## config.mk

```make
export PLATFORM = sky130hd
export DESIGN_NAME = light_sensor_i2c_register_port
export DESIGN_NICKNAME = d
export VERILOG_FILES = /design/src/light_sensor_pkg.sv /design/src/step_timer_if.sv /design/src/light_sensor_i2c_register_port.sv /design/src/sync_two_flop.sv /design/src/step_timer.sv
export VERILOG_INCLUDE_DIRS = /design/src
export SDC_FILE = /design/constraint.sdc
export NUM_CORES = 1
export LEC_CHECK = 0
export ABC_CLOCK_PERIOD_IN_PS = 3770
export BUFFER_PORTS_ARGS = -buffer_cell sky130_fd_sc_hd__clkbuf_2
export CORE_MARGIN = 2
export CORE_UTILIZATION = 55
export DETAILED_ROUTE_END_ITERATION = 16
export HOLD_SLACK_MARGIN = 0.08
export PLACE_DENSITY_LB_ADDON = 0.12
export SETUP_SLACK_MARGIN = 0.4
export SLEW_MARGIN = 20
export SYNTH_ARGS = -nofsm -noshare
export SYNTH_HDL_FRONTEND = slang
export SYNTH_HIERARCHICAL = 1
export SYNTH_SLANG_ARGS = --single-unit
```

## constraint.sdc

```tcl
create_clock -name i_clk_sys -period 3.77 [get_ports i_clk_sys]
set_input_delay 0.377 -clock i_clk_sys [delete_from_list [all_inputs] [get_ports i_clk_sys]]
set_output_delay 0.377 -clock i_clk_sys [all_outputs]
set_load 0.05 [all_outputs]
```

## src/light_sensor_defines.svh

```systemverilog
`ifndef LIGHT_SENSOR_DEFINES_SVH
`define LIGHT_SENSOR_DEFINES_SVH
// ************************************************
// register offsets
// ************************************************
`define OFS_STATE_ENABLE 8'h80
`define OFS_INTEGRATION_LENGTH 8'h81
`define OFS_IDLE_GAP_LENGTH 8'h83
`define OFS_LOW_THRESHOLD_LSB 8'h84
`define OFS_LOW_THRESHOLD_MSB 8'h85
`define OFS_HIGH_THRESHOLD_LSB 8'h86
`define OFS_HIGH_THRESHOLD_MSB 8'h87
`define OFS_ALERT_FILTER_COUNT 8'h8C
`define OFS_SETUP_ZERO 8'h8D
`define OFS_SETUP_ONE 8'h90
`define OFS_REVISION_CODE 8'h91
`define OFS_PART_CODE 8'h92
`define OFS_DEVICE_STATUS 8'h93
`define OFS_Z_RESULT_LSB 8'h94
`define OFS_Z_RESULT_MSB 8'h95
`define OFS_Y_RESULT_LSB 8'h96
`define OFS_Y_RESULT_MSB 8'h97
`define OFS_INFRARED_ONE_LSB 8'h98
`define OFS_INFRARED_ONE_MSB 8'h99
`define OFS_X_OR_INFRARED_TWO_LSB 8'h9A
`define OFS_X_OR_INFRARED_TWO_MSB 8'h9B
`define OFS_SETUP_TWO 8'h9F
`define OFS_SETUP_THREE 8'hAB
`define OFS_OFFSET_CANCEL_SETUP 8'hD6
`define OFS_INTERRUPT_MASK_BITS 8'hDD
// ************************************************
// reset values and fields
// ************************************************
`define RST_SETUP_ZERO 8'h80
`define RST_SETUP_TWO 8'h04
`define RST_SETUP_THREE 8'h0C
`define RST_OFFSET_CANCEL_SETUP 8'h7F
`define BIT_POWER_ON 0
`define BIT_MEASURE_ENABLE 1
`define BIT_CH4_SELECT_IR2 3
`define BIT_GAIN_HIGH 4
`define FLD_GAIN 1:0
// ************************************************
// timing
// ************************************************
`define SYS_CLK_MHZ 40.0
`define INTEG_STEP_MS 2.78
`endif

```

## src/light_sensor_pkg.sv

```systemverilog
`default_nettype none
package light_sensor_pkg;
   typedef enum logic [2:0] {
      ST_IDLE, ST_ADDR, ST_ADDR_ACK, ST_WRITE, ST_WRITE_ACK, ST_READ, ST_READ_ACK
   } link_state_t;
   typedef struct packed {
      link_state_t st;
      logic sda_q;
      logic scl_q;
      logic [3:0] bits;
      logic [7:0] shift;
      logic rw;
      logic pointer_byte;
      logic master_ack;
      logic sda_oe;
      logic [7:0] ptr;
      logic [7:0] state_enable;
      logic [7:0] integration_length;
      logic [7:0] idle_gap_length;
      logic [7:0] alert_filter_count;
      logic [7:0] setup_zero;
      logic [7:0] setup_one;
      logic [7:0] setup_two;
      logic [7:0] setup_three;
      logic [7:0] offset_cancel_setup;
      logic [7:0] interrupt_mask_bits;
      logic [15:0] low_threshold;
      logic [15:0] high_threshold;
      logic [7:0] write_hold;
      logic [7:0] read_latch;
      logic [15:0] res_z;
      logic [15:0] res_y;
      logic [15:0] res_ir1;
      logic [15:0] res_ch4;
      logic valid;
      logic [2:0] analog_gain_select;
   } port_state_t;
   typedef struct packed {
      logic meta;
      logic stable;
   } sync_state_t;
   typedef struct packed {
      logic [16:0] pre;
      logic [7:0] steps;
      logic busy;
      logic done;
   } timer_state_t;
endpackage
`default_nettype wire

```

## src/step_timer_if.sv

```systemverilog
`default_nettype none
interface step_timer_if;
   logic run;
   logic [7:0] length;
   logic done;
   logic busy;
   modport ctrl (output run, output length, input done, input busy);
   modport tmr (input run, input length, output done, output busy);
endinterface
`default_nettype wire

```

## src/light_sensor_i2c_register_port.sv

```systemverilog
// Notes on behaviour
// - acts as serial slave on a 7-bit address, standard and fast clock rates
// - an 8-bit register pointer picks the byte for the next transfer
// - pointer steps by one after every data byte, either direction
// - pointer survives stop conditions and idle bus
// - reads without a pointer byte continue after the last register touched
// - reading a low byte latches the pair; high byte read returns latched half
// - device drives acknowledge on the ninth clock after its own address and each written byte
// - master acks all but last byte; device keeps sending while acked
// - integration timer advances in 2.78 ms steps from internal clock
// - gain choices are 1x, 4x, 16x, 64x and 128x
// - fourth result pair holds X or second infrared by selection
// - register 0x80 enables operating states: power-on in bit 0, measurement in bit 1
// - power-on bit runs the internal timebase; clearing stops it
// - integration down counter from length to zero, N+1 steps
`default_nettype none
`include "light_sensor_defines.svh"
module light_sensor_i2c_register_port
   import light_sensor_pkg::*;
#(
   parameter logic [6:0] SLAVE_ADDR = 7'h2A,
   // arbitrary identification values
   parameter logic [7:0] REVISION_VALUE = 8'h5A,
   parameter logic [7:0] PART_VALUE = 8'hA5,
   parameter int STEP_CYCLES = $rtoi(`INTEG_STEP_MS * 1000.0 * `SYS_CLK_MHZ)
) (
   // clock and reset
   input wire logic i_clk_sys,
   input wire logic i_rstn,
   // serial link
   input wire logic i_scl,
   input wire logic i_sda,
   output logic o_sda,
   output logic o_sda_oe,
   // converter results
   input wire logic [15:0] i_z_result,
   input wire logic [15:0] i_y_result,
   input wire logic [15:0] i_infrared_one,
   input wire logic [15:0] i_x_result,
   input wire logic [15:0] i_second_infrared_channel,
   // measurement control
   output logic o_osc_run,
   output logic o_integrating,
   output logic o_capture,
   output logic [2:0] o_analog_gain_select
);
   import light_sensor_pkg::*;

   // ************************************************
   // pin synchronisers and timer
   // ************************************************
   logic scl_s;
   logic sda_s;
   step_timer_if tif ();

   // both pins see the same flop depth, so their relative order is kept
   sync_two_flop #(.RESET_LEVEL(1'b1)) u_sync_scl (
      .i_clk_sys(i_clk_sys),
      .i_rstn(i_rstn),
      .i_async(i_scl),
      .o_sync(scl_s)
   );
   sync_two_flop #(.RESET_LEVEL(1'b1)) u_sync_sda (
      .i_clk_sys(i_clk_sys),
      .i_rstn(i_rstn),
      .i_async(i_sda),
      .o_sync(sda_s)
   );
   step_timer #(.STEP_CYCLES(STEP_CYCLES)) u_timer (
      .i_clk_sys(i_clk_sys),
      .i_rstn(i_rstn),
      .tif(tif)
   );

   port_state_t s_r;
   port_state_t s_nxt;

   // ************************************************
   // register read and write
   // ************************************************
   // unmapped offsets read as zero rather than floating
   function automatic logic [7:0] reg_read(input port_state_t s, input logic [7:0] a,
                                           input logic busy);
      logic [7:0] d;
      d = 8'h00;
      case (a)
         `OFS_STATE_ENABLE: d = s.state_enable;
         `OFS_INTEGRATION_LENGTH: d = s.integration_length;
         `OFS_IDLE_GAP_LENGTH: d = s.idle_gap_length;
         `OFS_LOW_THRESHOLD_LSB: d = s.low_threshold[7:0];
         `OFS_HIGH_THRESHOLD_LSB: d = s.high_threshold[7:0];
         `OFS_ALERT_FILTER_COUNT: d = s.alert_filter_count;
         `OFS_SETUP_ZERO: d = s.setup_zero;
         `OFS_SETUP_ONE: d = s.setup_one;
         `OFS_REVISION_CODE: d = REVISION_VALUE;
         `OFS_PART_CODE: d = PART_VALUE;
         `OFS_DEVICE_STATUS: d = {6'h00, busy, s.valid};
         `OFS_Z_RESULT_LSB: d = s.res_z[7:0];
         `OFS_Y_RESULT_LSB: d = s.res_y[7:0];
         `OFS_INFRARED_ONE_LSB: d = s.res_ir1[7:0];
         `OFS_X_OR_INFRARED_TWO_LSB: d = s.res_ch4[7:0];
         // high halves come from the latch filled by the low-byte read
         `OFS_LOW_THRESHOLD_MSB, `OFS_HIGH_THRESHOLD_MSB, `OFS_Z_RESULT_MSB,
         `OFS_Y_RESULT_MSB, `OFS_INFRARED_ONE_MSB,
         `OFS_X_OR_INFRARED_TWO_MSB: d = s.read_latch;
         `OFS_SETUP_TWO: d = s.setup_two;
         `OFS_SETUP_THREE: d = s.setup_three;
         `OFS_OFFSET_CANCEL_SETUP: d = s.offset_cancel_setup;
         `OFS_INTERRUPT_MASK_BITS: d = s.interrupt_mask_bits;
         default: d = 8'h00;
      endcase
      return d;
   endfunction

   // low-byte reads freeze the whole pair so a later update cannot tear it
   function automatic port_state_t latch_pair(input port_state_t s, input logic [7:0] a);
      port_state_t n;
      n = s;
      case (a)
         `OFS_LOW_THRESHOLD_LSB: n.read_latch = s.low_threshold[15:8];
         `OFS_HIGH_THRESHOLD_LSB: n.read_latch = s.high_threshold[15:8];
         `OFS_Z_RESULT_LSB: n.read_latch = s.res_z[15:8];
         `OFS_Y_RESULT_LSB: n.read_latch = s.res_y[15:8];
         `OFS_INFRARED_ONE_LSB: n.read_latch = s.res_ir1[15:8];
         `OFS_X_OR_INFRARED_TWO_LSB: n.read_latch = s.res_ch4[15:8];
         default: n.read_latch = s.read_latch;
      endcase
      return n;
   endfunction

   function automatic port_state_t reg_write(input port_state_t s, input logic [7:0] a,
                                             input logic [7:0] d);
      port_state_t n;
      n = s;
      case (a)
         `OFS_STATE_ENABLE: n.state_enable = d;
         `OFS_INTEGRATION_LENGTH: n.integration_length = d;
         `OFS_IDLE_GAP_LENGTH: n.idle_gap_length = d;
         // two-byte thresholds commit only when the high byte arrives
         `OFS_LOW_THRESHOLD_LSB: n.write_hold = d;
         `OFS_LOW_THRESHOLD_MSB: n.low_threshold = {d, s.write_hold};
         `OFS_HIGH_THRESHOLD_LSB: n.write_hold = d;
         `OFS_HIGH_THRESHOLD_MSB: n.high_threshold = {d, s.write_hold};
         `OFS_ALERT_FILTER_COUNT: n.alert_filter_count = d;
         `OFS_SETUP_ZERO: n.setup_zero = d;
         `OFS_SETUP_ONE: n.setup_one = d;
         `OFS_SETUP_TWO: n.setup_two = d;
         `OFS_SETUP_THREE: n.setup_three = d;
         `OFS_OFFSET_CANCEL_SETUP: n.offset_cancel_setup = d;
         `OFS_INTERRUPT_MASK_BITS: n.interrupt_mask_bits = d;
         default: n = s;
      endcase
      return n;
   endfunction

   // fetch the byte at the pointer, start shifting it out, step the pointer
   function automatic port_state_t load_byte(input port_state_t s, input logic busy);
      port_state_t n;
      logic [7:0] d;
      d = reg_read(s, s.ptr, busy);
      n = latch_pair(s, s.ptr);
      n.shift = d;
      // a zero bit pulls the line; a one leaves it to the pull-up
      n.sda_oe = ~d[7];
      n.bits = 4'h0;
      n.ptr = s.ptr + 8'h01;
      n.st = ST_READ;
      return n;
   endfunction

   // ************************************************
   // link state machine and measurement control
   // ************************************************
   logic scl_rise;
   logic scl_fall;
   logic start_seen;
   logic stop_seen;

   always_comb begin
      // edges and bus conditions come from the synchronised pair only
      scl_rise = scl_s & ~s_r.scl_q;
      scl_fall = ~scl_s & s_r.scl_q;
      start_seen = scl_s & s_r.scl_q & s_r.sda_q & ~sda_s;
      stop_seen = scl_s & s_r.scl_q & ~s_r.sda_q & sda_s;
      s_nxt = s_r;
      s_nxt.scl_q = scl_s;
      s_nxt.sda_q = sda_s;
      if (start_seen) begin
         // plain or repeated start; the pointer is left alone
         s_nxt.st = ST_ADDR;
         s_nxt.bits = 4'h0;
         s_nxt.sda_oe = 1'b0;
      end else if (stop_seen) begin
         s_nxt.st = ST_IDLE;
         s_nxt.sda_oe = 1'b0;
      end else begin
         case (s_r.st)
            ST_IDLE: begin
               s_nxt.sda_oe = 1'b0;
            end
            ST_ADDR, ST_WRITE: begin
               if (scl_rise) begin
                  s_nxt.shift = {s_r.shift[6:0], sda_s};
                  s_nxt.bits = s_r.bits + 4'h1;
               end else if (scl_fall && s_r.bits == 4'h8) begin
                  if (s_r.st == ST_ADDR) begin
                     if (s_r.shift[7:1] == SLAVE_ADDR) begin
                        s_nxt.sda_oe = 1'b1;
                        s_nxt.rw = s_r.shift[0];
                        s_nxt.pointer_byte = ~s_r.shift[0];
                        s_nxt.st = ST_ADDR_ACK;
                     end else begin
                        s_nxt.st = ST_IDLE;
                     end
                  end else begin
                     // every written byte is acked, read-only targets too
                     s_nxt.sda_oe = 1'b1;
                     s_nxt.st = ST_WRITE_ACK;
                     if (s_r.pointer_byte) begin
                        s_nxt.ptr = s_r.shift;
                        s_nxt.pointer_byte = 1'b0;
                     end else begin
                        s_nxt = reg_write(s_nxt, s_r.ptr, s_r.shift);
                        s_nxt.ptr = s_r.ptr + 8'h01;
                     end
                  end
               end
            end
            ST_ADDR_ACK: begin
               if (scl_fall) begin
                  if (s_r.rw) begin
                     // no pointer byte: carry on from the stored pointer
                     s_nxt = load_byte(s_nxt, tif.busy);
                  end else begin
                     s_nxt.sda_oe = 1'b0;
                     s_nxt.bits = 4'h0;
                     s_nxt.st = ST_WRITE;
                  end
               end
            end
            ST_WRITE_ACK: begin
               if (scl_fall) begin
                  s_nxt.sda_oe = 1'b0;
                  s_nxt.bits = 4'h0;
                  s_nxt.st = ST_WRITE;
               end
            end
            ST_READ: begin
               if (scl_fall) begin
                  // the eighth fall hands the line back for the master's answer
                  if (s_r.bits == 4'h7) begin
                     s_nxt.sda_oe = 1'b0;
                     s_nxt.st = ST_READ_ACK;
                  end else begin
                     s_nxt.shift = {s_r.shift[6:0], 1'b0};
                     s_nxt.sda_oe = ~s_r.shift[6];
                     s_nxt.bits = s_r.bits + 4'h1;
                  end
               end
            end
            ST_READ_ACK: begin
               if (scl_rise) begin
                  s_nxt.master_ack = ~sda_s;
               end else if (scl_fall) begin
                  if (s_r.master_ack) begin
                     s_nxt = load_byte(s_nxt, tif.busy);
                  end else begin
                     // bus released; wait for stop or repeated start
                     s_nxt.st = ST_IDLE;
                  end
               end
            end
            default: begin
               s_nxt.st = ST_IDLE;
               s_nxt.sda_oe = 1'b0;
            end
         endcase
      end
      // results are captured when an integration ends
      if (tif.done) begin
         s_nxt.res_z = i_z_result;
         s_nxt.res_y = i_y_result;
         s_nxt.res_ir1 = i_infrared_one;
         s_nxt.res_ch4 = s_nxt.setup_one[`BIT_CH4_SELECT_IR2] ?
                         i_second_infrared_channel : i_x_result;
      end
      // a capture in the cycle power drops still sets the flag: set wins over clear
      if (tif.done) begin
         s_nxt.valid = 1'b1;
      end else if (!s_r.state_enable[`BIT_POWER_ON]) begin
         s_nxt.valid = 1'b0;
      end
      // 128x shares the 64x code and is picked by a bit of setup_two
      case (s_nxt.setup_one[`FLD_GAIN])
         2'h0: s_nxt.analog_gain_select = 3'h0;
         2'h1: s_nxt.analog_gain_select = 3'h1;
         2'h2: s_nxt.analog_gain_select = 3'h2;
         2'h3: s_nxt.analog_gain_select =
                  s_nxt.setup_two[`BIT_GAIN_HIGH] ? 3'h4 : 3'h3;
         default: s_nxt.analog_gain_select = 3'h0;
      endcase
   end

   always_ff @(posedge i_clk_sys or negedge i_rstn) begin
      if (!i_rstn) begin
         s_r <= '0;
         // bus history starts idle so no false start follows reset
         s_r.scl_q <= 1'b1;
         s_r.sda_q <= 1'b1;
         s_r.setup_zero <= `RST_SETUP_ZERO;
         s_r.setup_two <= `RST_SETUP_TWO;
         s_r.setup_three <= `RST_SETUP_THREE;
         s_r.offset_cancel_setup <= `RST_OFFSET_CANCEL_SETUP;
      end else begin
         s_r <= s_nxt;
      end
   end

   // ************************************************
   // outputs
   // ************************************************
   // the timebase only runs with power on; measuring needs both enable bits
   // it lingers for the one cycle the timer needs to let go after power-off
   assign o_osc_run = s_r.state_enable[`BIT_POWER_ON] | tif.busy;
   assign tif.run = s_r.state_enable[`BIT_POWER_ON] &
                    s_r.state_enable[`BIT_MEASURE_ENABLE];
   assign tif.length = s_r.integration_length;
   assign o_integrating = tif.busy;
   assign o_capture = tif.done;
   assign o_analog_gain_select = s_r.analog_gain_select;
   // open drain: the pad only ever pulls low
   assign o_sda = 1'b0;
   assign o_sda_oe = s_r.sda_oe;
endmodule
`default_nettype wire

```

## src/sync_two_flop.sv

```systemverilog
`default_nettype none
module sync_two_flop #(
   parameter logic RESET_LEVEL = 1'b1
) (
   // clock and reset
   input wire logic i_clk_sys,
   input wire logic i_rstn,
   // level in and out
   input wire logic i_async,
   output logic o_sync
);
   import light_sensor_pkg::*;
   sync_state_t s_r;
   sync_state_t s_nxt;
   always_comb begin
      s_nxt.meta = i_async;
      s_nxt.stable = s_r.meta;
   end
   always_ff @(posedge i_clk_sys or negedge i_rstn) begin
      if (!i_rstn) begin
         s_r <= {RESET_LEVEL, RESET_LEVEL};
      end else begin
         s_r <= s_nxt;
      end
   end
   assign o_sync = s_r.stable;
endmodule
`default_nettype wire

```

## src/step_timer.sv

```systemverilog
`default_nettype none
`include "light_sensor_defines.svh"
module step_timer #(
   parameter int STEP_CYCLES = 111200
) (
   // clock and reset
   input wire logic i_clk_sys,
   input wire logic i_rstn,
   // control
   step_timer_if.tmr tif
);
   import light_sensor_pkg::*;
   localparam logic [16:0] PRE_LAST = 17'(STEP_CYCLES - 1);
   timer_state_t s_r;
   timer_state_t s_nxt;
   always_comb begin
      s_nxt = s_r;
      s_nxt.done = 1'b0;
      if (!tif.run) begin
         s_nxt = '0;
      end else if (!s_r.busy) begin
         s_nxt.busy = 1'b1;
         s_nxt.steps = tif.length;
         s_nxt.pre = '0;
      end else if (s_r.pre == PRE_LAST) begin
         // one step of the measurement clock elapsed
         s_nxt.pre = '0;
         if (s_r.steps == 8'h00) begin
            // terminal count: length N gives N+1 steps, then reload
            s_nxt.done = 1'b1;
            s_nxt.steps = tif.length;
         end else begin
            s_nxt.steps = s_r.steps - 8'h01;
         end
      end else begin
         s_nxt.pre = s_r.pre + 17'h00001;
      end
   end
   always_ff @(posedge i_clk_sys or negedge i_rstn) begin
      if (!i_rstn) begin
         s_r <= '0;
      end else begin
         s_r <= s_nxt;
      end
   end
   assign tif.done = s_r.done;
   assign tif.busy = s_r.busy;
endmodule
`default_nettype wire

```

## After elaboration in Yosys (flattened, before gate mapping)

Cells that the tools add are included.

| storage, ports and cells | value |
|---|---|
| output and inout bits | 8 |
| flip-flop bits (word level) | 256 |
| input port bits | 84 |

| operators by class | value |
|---|---|
| equality and inequality tests | 78 |
| $add $sub $neg | 4 |
| bitwise logic cells | 25 |
| reductions and logical operators | 35 |
| multiplexer cells | 113 |

Operators by type and width:

| cell | number |
|---|---|
| $mux W225 | 3 |
| $pmux W204 S3 | 1 |
| $mux W204 | 2 |
| $mux W152 | 2 |
| $mux W220 | 1 |
| $mux W208 | 1 |
| $mux W205 | 1 |
| $mux W29 | 7 |
| $eq A8 B8 Y1 const B | 25 |
| $mux W8 | 25 |
| $mux W196 | 1 |
| $pmux W8 S20 | 1 |
| $reduce_and A10 Y1 | 14 |
| $mux W18 | 7 |
| $mux W64 | 1 |
| $mux W16 | 3 |
| $pmux W8 S6 | 1 |
| $ne A3 B3 Y1 const B | 15 |
| $reduce_and A9 Y1 | 5 |
| $ne A4 B4 Y1 const B | 11 |
| $mux W12 | 3 |
| $mux W17 | 2 |
| $pmux W8 S4 | 1 |
| $mux W27 | 1 |
| 47 further kinds | 121 |

## Depth between registers and ports, before layout

Gate-level depths: netlist of the first run.

| depth | value |
|---|---|
| depth after elaboration | 23 |
| gate-level depth with buffers | 11 |
| mapped depth without buffers | 8 |

## Modules after synthesis

Netlist of the first run, hierarchy kept.

By module, submodules not included:

| module | instances | area an instance (sq um) | cells each |
|---|---|---|---|
| light_sensor_i2c_register_port | 1 | 11268.3 | 1091 |
| step_timer | 1 | 1461.4 | 157 |
| sync_two_flop | 2 | 52.6 | 2 |

## Least setup slack after synthesis of the first run

OpenSTA, ideal clock, no wires.

| timing | value |
|---|---|
| path type | reg2reg |
| from | register s_r[220] (netlist name) |
| to | register s_r[69] (netlist name) |
| data required time | 3649 ps |
| arrival | 2558 ps |
| stages on the path, launching flop included | 10 |
| path slack | 1091 ps |
| period minus slack after synthesis | 2679 ps |
| setup time | 121 ps |
| path through | dfstp_2 inv_1 ha_1 nand2b_1 o211a_2 a2111oi_4 or4b_1 buf_2 buf_6 a22o_1 |

==> results of run 1 <==
==> synthesized netlist by cell type (17+ instances only) <==
cell      number  area share (%)
o21ai_0      105             4.1
clkbuf_1      72             2.1
nor2_1        54             1.6
mux2_2        99             8.7
nand3_1       31             1.2
inv_1         22            0.64
nand2_1      154             4.5
a22oi_1       32             1.9
dfstp_2       17             3.5
o22ai_1       36             1.8
dfrtp_1      239              47
a21oi_1       45             1.8
==> what timing repair did <==
action,CTS,global route
hold buffers,51,0
gates resized for setup,0,0
setup buffers,0,2
hold endpoints to repair,127,0
setup endpoints to repair,0,1
==> cell families after synthesis <==
kind of cell	after synthesis
AOI/OAI and AO/OA	363
xor gates and xnor gates	18
adders and majority gates	11
buffers and inverters	117
DFF	256
muxes	110
other	1
and+or+nand+nor	376
==> power breakdown <==
| part | switching, W | internal (W) | total, W |
|---|---|---|---|
| logic | 0.000134 | 0.000105 | 0.000239 |
| clock network | 0.00111 | 0.00158 | 0.00269 |
| registers | 0.0000577 | 0.00277 | 0.00282 |
| total | 0.00130 | 0.00445 | 0.00575 |
==> metal layers <==
metal | wire [µm] | up-vias
met2 | 18260 | 589
met1 | 16590 | 5313
li1 | - | 4884
met5 | 13 | -
met4 | 2042 | 2
met3 | 3549 | 144
==> per-stage QoR <==
| stage | setup WS (ns) | total power, W |
|---|---|---|
| after floorplan | 1.091 | 0.002912 |
| after CTS | 0.6606 | 0.005783 |
| after detailed placement | 0.6750 | 0.003067 |
| final | 0.5486 | 0.005750 |
| after global routing | 0.4658 | 0.005938 |
| after global placement | 0.6879 | 0.003070 |
==> area by class of cell <==
type | count | area share (%)
inverter | 23 | 0.5740
clock buffer | 40 | 5.224
clock inverter | 9 | 0.7237
timing repair buffer | 182 | 8.668
tap | 313 | 2.604
multi-input combinational | 879 | 39.45
sequential | 256 | 42.76
==> state kept, by name, summed over array words and instances (netlist names) <==
register,count
u_sync_scl/o_sync,1
u_timer/tif.done,1
o_analog_gain_select,3
u_timer/s_r,25
tif.length,8
s_r,213
u_sync_sda/o_sync,1
u_sync_sda/s_nxt,1
u_sync_scl/s_nxt,1
o_sda_oe,1
u_timer/tif.busy,1
==> path summary, 6_finish.rpt <==
check / slack [ns] / depth (start not counted) / endpoint
max: 0.55 / 8 / s_r[208]
min: 0.11 / 3 / s_r[18]
max reg2reg: 0.55 / 8 / s_r[208]
min reg2reg: 0.36 / 0 / u_sync_scl/o_sync
max in group asynchronous: 2.45 / 3 / u_sync_sda/o_sync
min in group asynchronous: 0.43 / 2 / u_timer/s_r[9]
==> tightest hold or removal path: stages <==
cell,delay (ns)
clkbuf_2,0.09
o22ai_1,0.10
a21oi_1,0.05
==> flow_metrics.tcl, run 1 <==
set metrics [dict create \
    firstDrtPassIters 6 \
    tns_ns 0 \
    async_flop_share_pct 100.0 \
    seq_area_um2 6431 \
    tightest_slew_ns 1.044 \
    die_w_um 156.8 \
    synth_seq_area_share_pct 50.08 \
    pwr_density_cell_nw_per_um2 382.3 \
    cts_sinks 256 \
    dieHeight_um 156.8 \
    drv_cap 0 \
    rsz0062_at_grt "false" \
    grt-ovfl-total 0 \
    vias 10932 \
    hold_ws_ns 0.1060 \
    insertion_delay_ns 0.57 \
    slowest_delay_ns 0.70 \
    cp_cell_sequence "inv_1 -> ha_1 -> nor4bb_1 -> and3_1 -> a22oi_1 -> nand4_1 -> a2111oi_0 -> o221ai_1" \
    yosysWarnings 6 \
    critical_path.startpoint "s_r[196]" \
    grt-busiest-layer "met2" \
    layout-drive-gt1-share_pct 22.75 \
    ios 92 \
    path_buf_inv 1 \
    crit_family "compound AO/OA/AOI/OAI gates" \
    startpoint_type "flip-flop" \
    cts_root_buf "clkbuf_16" \
    place_hpwl_mm 27.83 \
    syn-cell-area_um2 12830 \
    cp_data_required_time_ns 4.15 \
    vias_per_cell 6.423 \
    finalCritPeriodShare_pct 85.45 \
    areaGrowthSynthToFinish_pct 17.19 \
    synthAdderAreaFrac_pct 1.072 \
    endpoint_kind "flip-flop" \
    yosysUniqueCellTypes 86 \
    most-common-layout-cells "dfrtp_1 (238), nand2_1 (154), o21ai_0 (105)" \
    clockBufferDepth 3 \
    yosys.area_share.simple_pct 14.92 \
    crit_fanout 12 \
    dp.cells 1600 \
    cts_max_level 1 \
    synth_mux_area_share_pct 9.544 \
    finClkSkew_ns 0.02910 \
    fin_crit_ns 3.221 \
    floorplan.initialDensity_pct 56.35 \
    cp_data_arrival_time_ns 3.60 \
    max-slew-margin-rel_pct 30.38 \
    grt_max_degree 90 \
    met3_usage_pct 6.757 \
    synth_top_family_by_area "compound AO/OA/AOI/OAI gates" \
    globalplace.congestion 1.067 \
    grt_pass1_vias 10568 \
    syn_avg_cell_area_um2 10.25 \
    max_freq_mhz 310.4 \
    fill_cells 1789 \
    synth_compound_area_share_pct 19.34 \
    syn-num-nets 1347 \
    final_common_cell "dfrtp_1" \
    placed_area_um2 13620 \
    ys.flop_type "dfrtp_1" \
    post-route-drc-count 0 \
    final_area_um2 15040 \
    cts_tree "built" \
    ys_ff_latch 256 \
    wl_per_cell_um 23.77 \
    grt_pass1_wl_mm 62.37 \
    drtAntennaViolNets 0 \
    die_area_um2 24570 \
    multiInputGateArea_um2 5933 \
    core_area_um2 22780 \
    antennaDiodeCount 0 \
    status "complete, no violations" \
    port_buffers 90 \
    routed_wl_mm 40.46 \
    use_met1_pct 46.19 \
    nNetsFinal 1465 \
    rows 55 \
    ir_worst_vdd_mv 0.3901 \
    postLayoutCoreUtil_pct 66.03 \
    clk_transition_reported_paths_ns 0.06 \
    synth_edf_count 0 \
    synth_cells 1252 \
    grt_use_total_pct 33.55 \
    initialDrtViolationCount 1311 \
    p_leak_nw 6.634 \
    synth_xor_area_share_pct 1.228 \
    setup_viol 0 \
    met2_usage_pct 51.61 \
    antenna_found_initial 1 \
    critPathKind "reg2reg" \
    worst_path_max_delay_cell "a2111oi_0" \
    r2r-start "s_r[196]" \
    worstHoldStart "i_second_infrared_channel[14]" \
    fin_cells 1702 \
    hold_class "in2reg" \
    hold_viol 0 \
    slew_violations 0 \
    cts_buffers 28 \
]
Note: power is estimated with default switching activity, not from simulation.
==> run 2, diff against run 1 <==
Settings changed: GPL_TIMING_DRIVEN set to 0.
==> run 2 against run 1 <==
  * Combinational power is 23% higher
  * Sequential power is 1% lower
  * Sequential cell count stayed put
  * Utilization is 0.49 points higher
  * Hold slack worse by 0.024 ns
  * Die area stayed put
  * First-iteration DRC count is 23% lower
  * Clock power hardly changed
  * Via count is 2.0% higher
  * Highest routed layer is now met4
  * Largest power group unchanged
  * Register-to-register slack worse by 0.02 ns
  * Final cell count is 3.0% higher
==> flow_metrics.tcl, run 2 (same netlist as run 1, synthesis figures left out) <==
set metrics [dict create \
    status "complete, no violations" \
    fin_cells 1753 \
    slew_violations 0 \
    dp_slack_ns 0.03305 \
    startpoint_type "flip-flop" \
    ir_worst_vdd_mv 0.3895 \
    areaGrowthSynthToFinish_pct 18.05 \
    vias_per_cell 6.359 \
    rows 55 \
    postLayoutCoreUtil_pct 66.52 \
    globalplace.congestion 1.013 \
    dp.cells 1658 \
    max-slew-margin-rel_pct 19.82 \
    pwr_density_cell_nw_per_um2 382.1 \
    layout-drive-gt1-share_pct 21.25 \
    routed_wl_mm 42.76 \
    setup_viol 0 \
    initialDrtViolationCount 1007 \
    finClkSkew_ns 0.01667 \
    r2r-start "s_r[196]" \
    critPathKind "reg2reg" \
    p_comb_share_pct 5.1 \
    most-common-layout-cells "dfrtp_1 (239), nand2_1 (154), o21ai_0 (105)" \
    hold_class "in2reg" \
    core_area_um2 22780 \
    intPower_w 0.004493 \
    clockBufferDepth 3 \
    grt-ovfl-total 0 \
    clk_transition_reported_paths_ns 0.06 \
    antennaDiodeCount 0 \
    endpoint_kind "flip-flop" \
    grt_max_degree 92 \
    insertion_delay_ns 0.54 \
    cp_data_arrival_time_ns 3.69 \
    switching_share_pct 22.39 \
    grt_pass1_wl_mm 65.97 \
    clkPwrFrac_pct 46.9 \
    firstDrtPassIters 5 \
    crit_fanout 10 \
    wl_per_cell_um 24.39 \
    placed_area_um2 13770 \
    finalCritPeriodShare_pct 85.85 \
    p_leak_nw 6.647 \
    cts_tree "built" \
    port_buffers 90 \
    cts_root_buf "clkbuf_16" \
    final_common_cell "dfrtp_1" \
    floorplan.initialDensity_pct 56.35 \
    drtAntennaViolNets 0 \
    largest_reg_flops 213 \
    cts_buffers 27 \
    final_area_um2 15150 \
    post-route-drc-count 0 \
    tightest_slew_ns 1.172 \
    critical_path.startpoint "s_r[196]" \
    netSwitchingPower_w 0.001296 \
    ios 92 \
    rsz0062_at_grt "false" \
    antenna_found_initial 0 \
    worstHoldStart "i_infrared_one[5]" \
    fin_ws_ns 0.5336 \
    drv_cap 0 \
    regMostFlops "s_r" \
    finalPower_w 0.005789 \
    cp_data_required_time_ns 4.22 \
    place_hpwl_mm 30.71 \
    die_area_um2 24570 \
    seqPwrFrac_pct 48.0 \
    die_w_um 156.8 \
    grt_use_total_pct 35.72 \
    nNetsFinal 1515 \
    cts_max_level 1 \
    grt_pass1_vias 10917 \
    fin_crit_ns 3.236 \
    dieHeight_um 156.8 \
    vias 11148 \
    hold_viol 0 \
    cts_sinks 256 \
    max_freq_mhz 309.0 \
]
-- run 2: what timing repair did --
action,CTS,global route
hold buffers,41,0
endpoints found under the setup margin,30,83
hold endpoints to repair,69,0
resized for setup,4,9
pin swaps,2,1
buffers inserted,3,2
-- run 2: worst max-delay path: stages (launching register included) --
cell       delay (ns)
dfrtp_1          0.47
inv_1            0.12
ha_1             0.31
clkbuf_2         0.39
a22oi_1          0.21
a2111oi_0        1.07
a221oi_1         0.15
o21ai_0          0.16
nor3_1           0.11
o221ai_1         0.17
-- run 2: worst paths after layout --
| check | to | slack [ns] | cells after the start |
|---|---|---|---|
| min in group asynchronous | u_timer/s_r[15] | 0.32 | 2 |
| setup / recovery | s_r[212] | 0.53 | 9 |
| setup reg to reg | s_r[212] | 0.53 | 9 |
| hold reg to reg | u_sync_sda/o_sync | 0.35 | 0 |
| max in group asynchronous | s_r[142] | 2.41 | 4 |
| hold / removal | s_r[25] | 0.08 | 2 |
-- run 2: cell type report --
cell class                 instances  area (µm²)
clock inverter                     8       115.1
inverter                          23       86.33
fill                            1843        7626
clock buffer                      41       778.2
multi-input combinational        879        5956
tap                              313       391.6
buffer                            94       407.9
timing repair buffer             139       989.7
sequential                       256        6427
-- run 2: stage by stage --
| step | TNS (ns) | hold WS, ns |
|---|---|---|
| final | 0 | 0.08243 |
| after global routing | 0 | 0.08212 |
| after CTS | 0 | 0.08203 |
| after detailed placement | 0 | 0.2942 |
| after global placement | -717.23 | 0.3454 |
| after floorplan | 0 | 0.08141 |
-- run 2: power groups by stage --
stage	clock network [W]	logic, W	registers [W]
6_report	0.00271	0.000293	0.00278
5_1_grt	0.00285	0.000321	0.00278
4_1_cts	0.00273	0.000293	0.00278
3_5_place_dp	0	0.000259	0.00283
3_3_place_gp	0	0.000247	0.00283
2_1_floorplan	0	0.0000848	0.00283
-- run 2: per-layer routing --
layer  GRT usage [%]  wire [µm]  part of all wire [%]
met1           49.17      17780                    42
met2           54.62      19170                    45
met3           7.062       3641                   8.5
met4           16.73       2169                   5.1
met5               0          0                     0
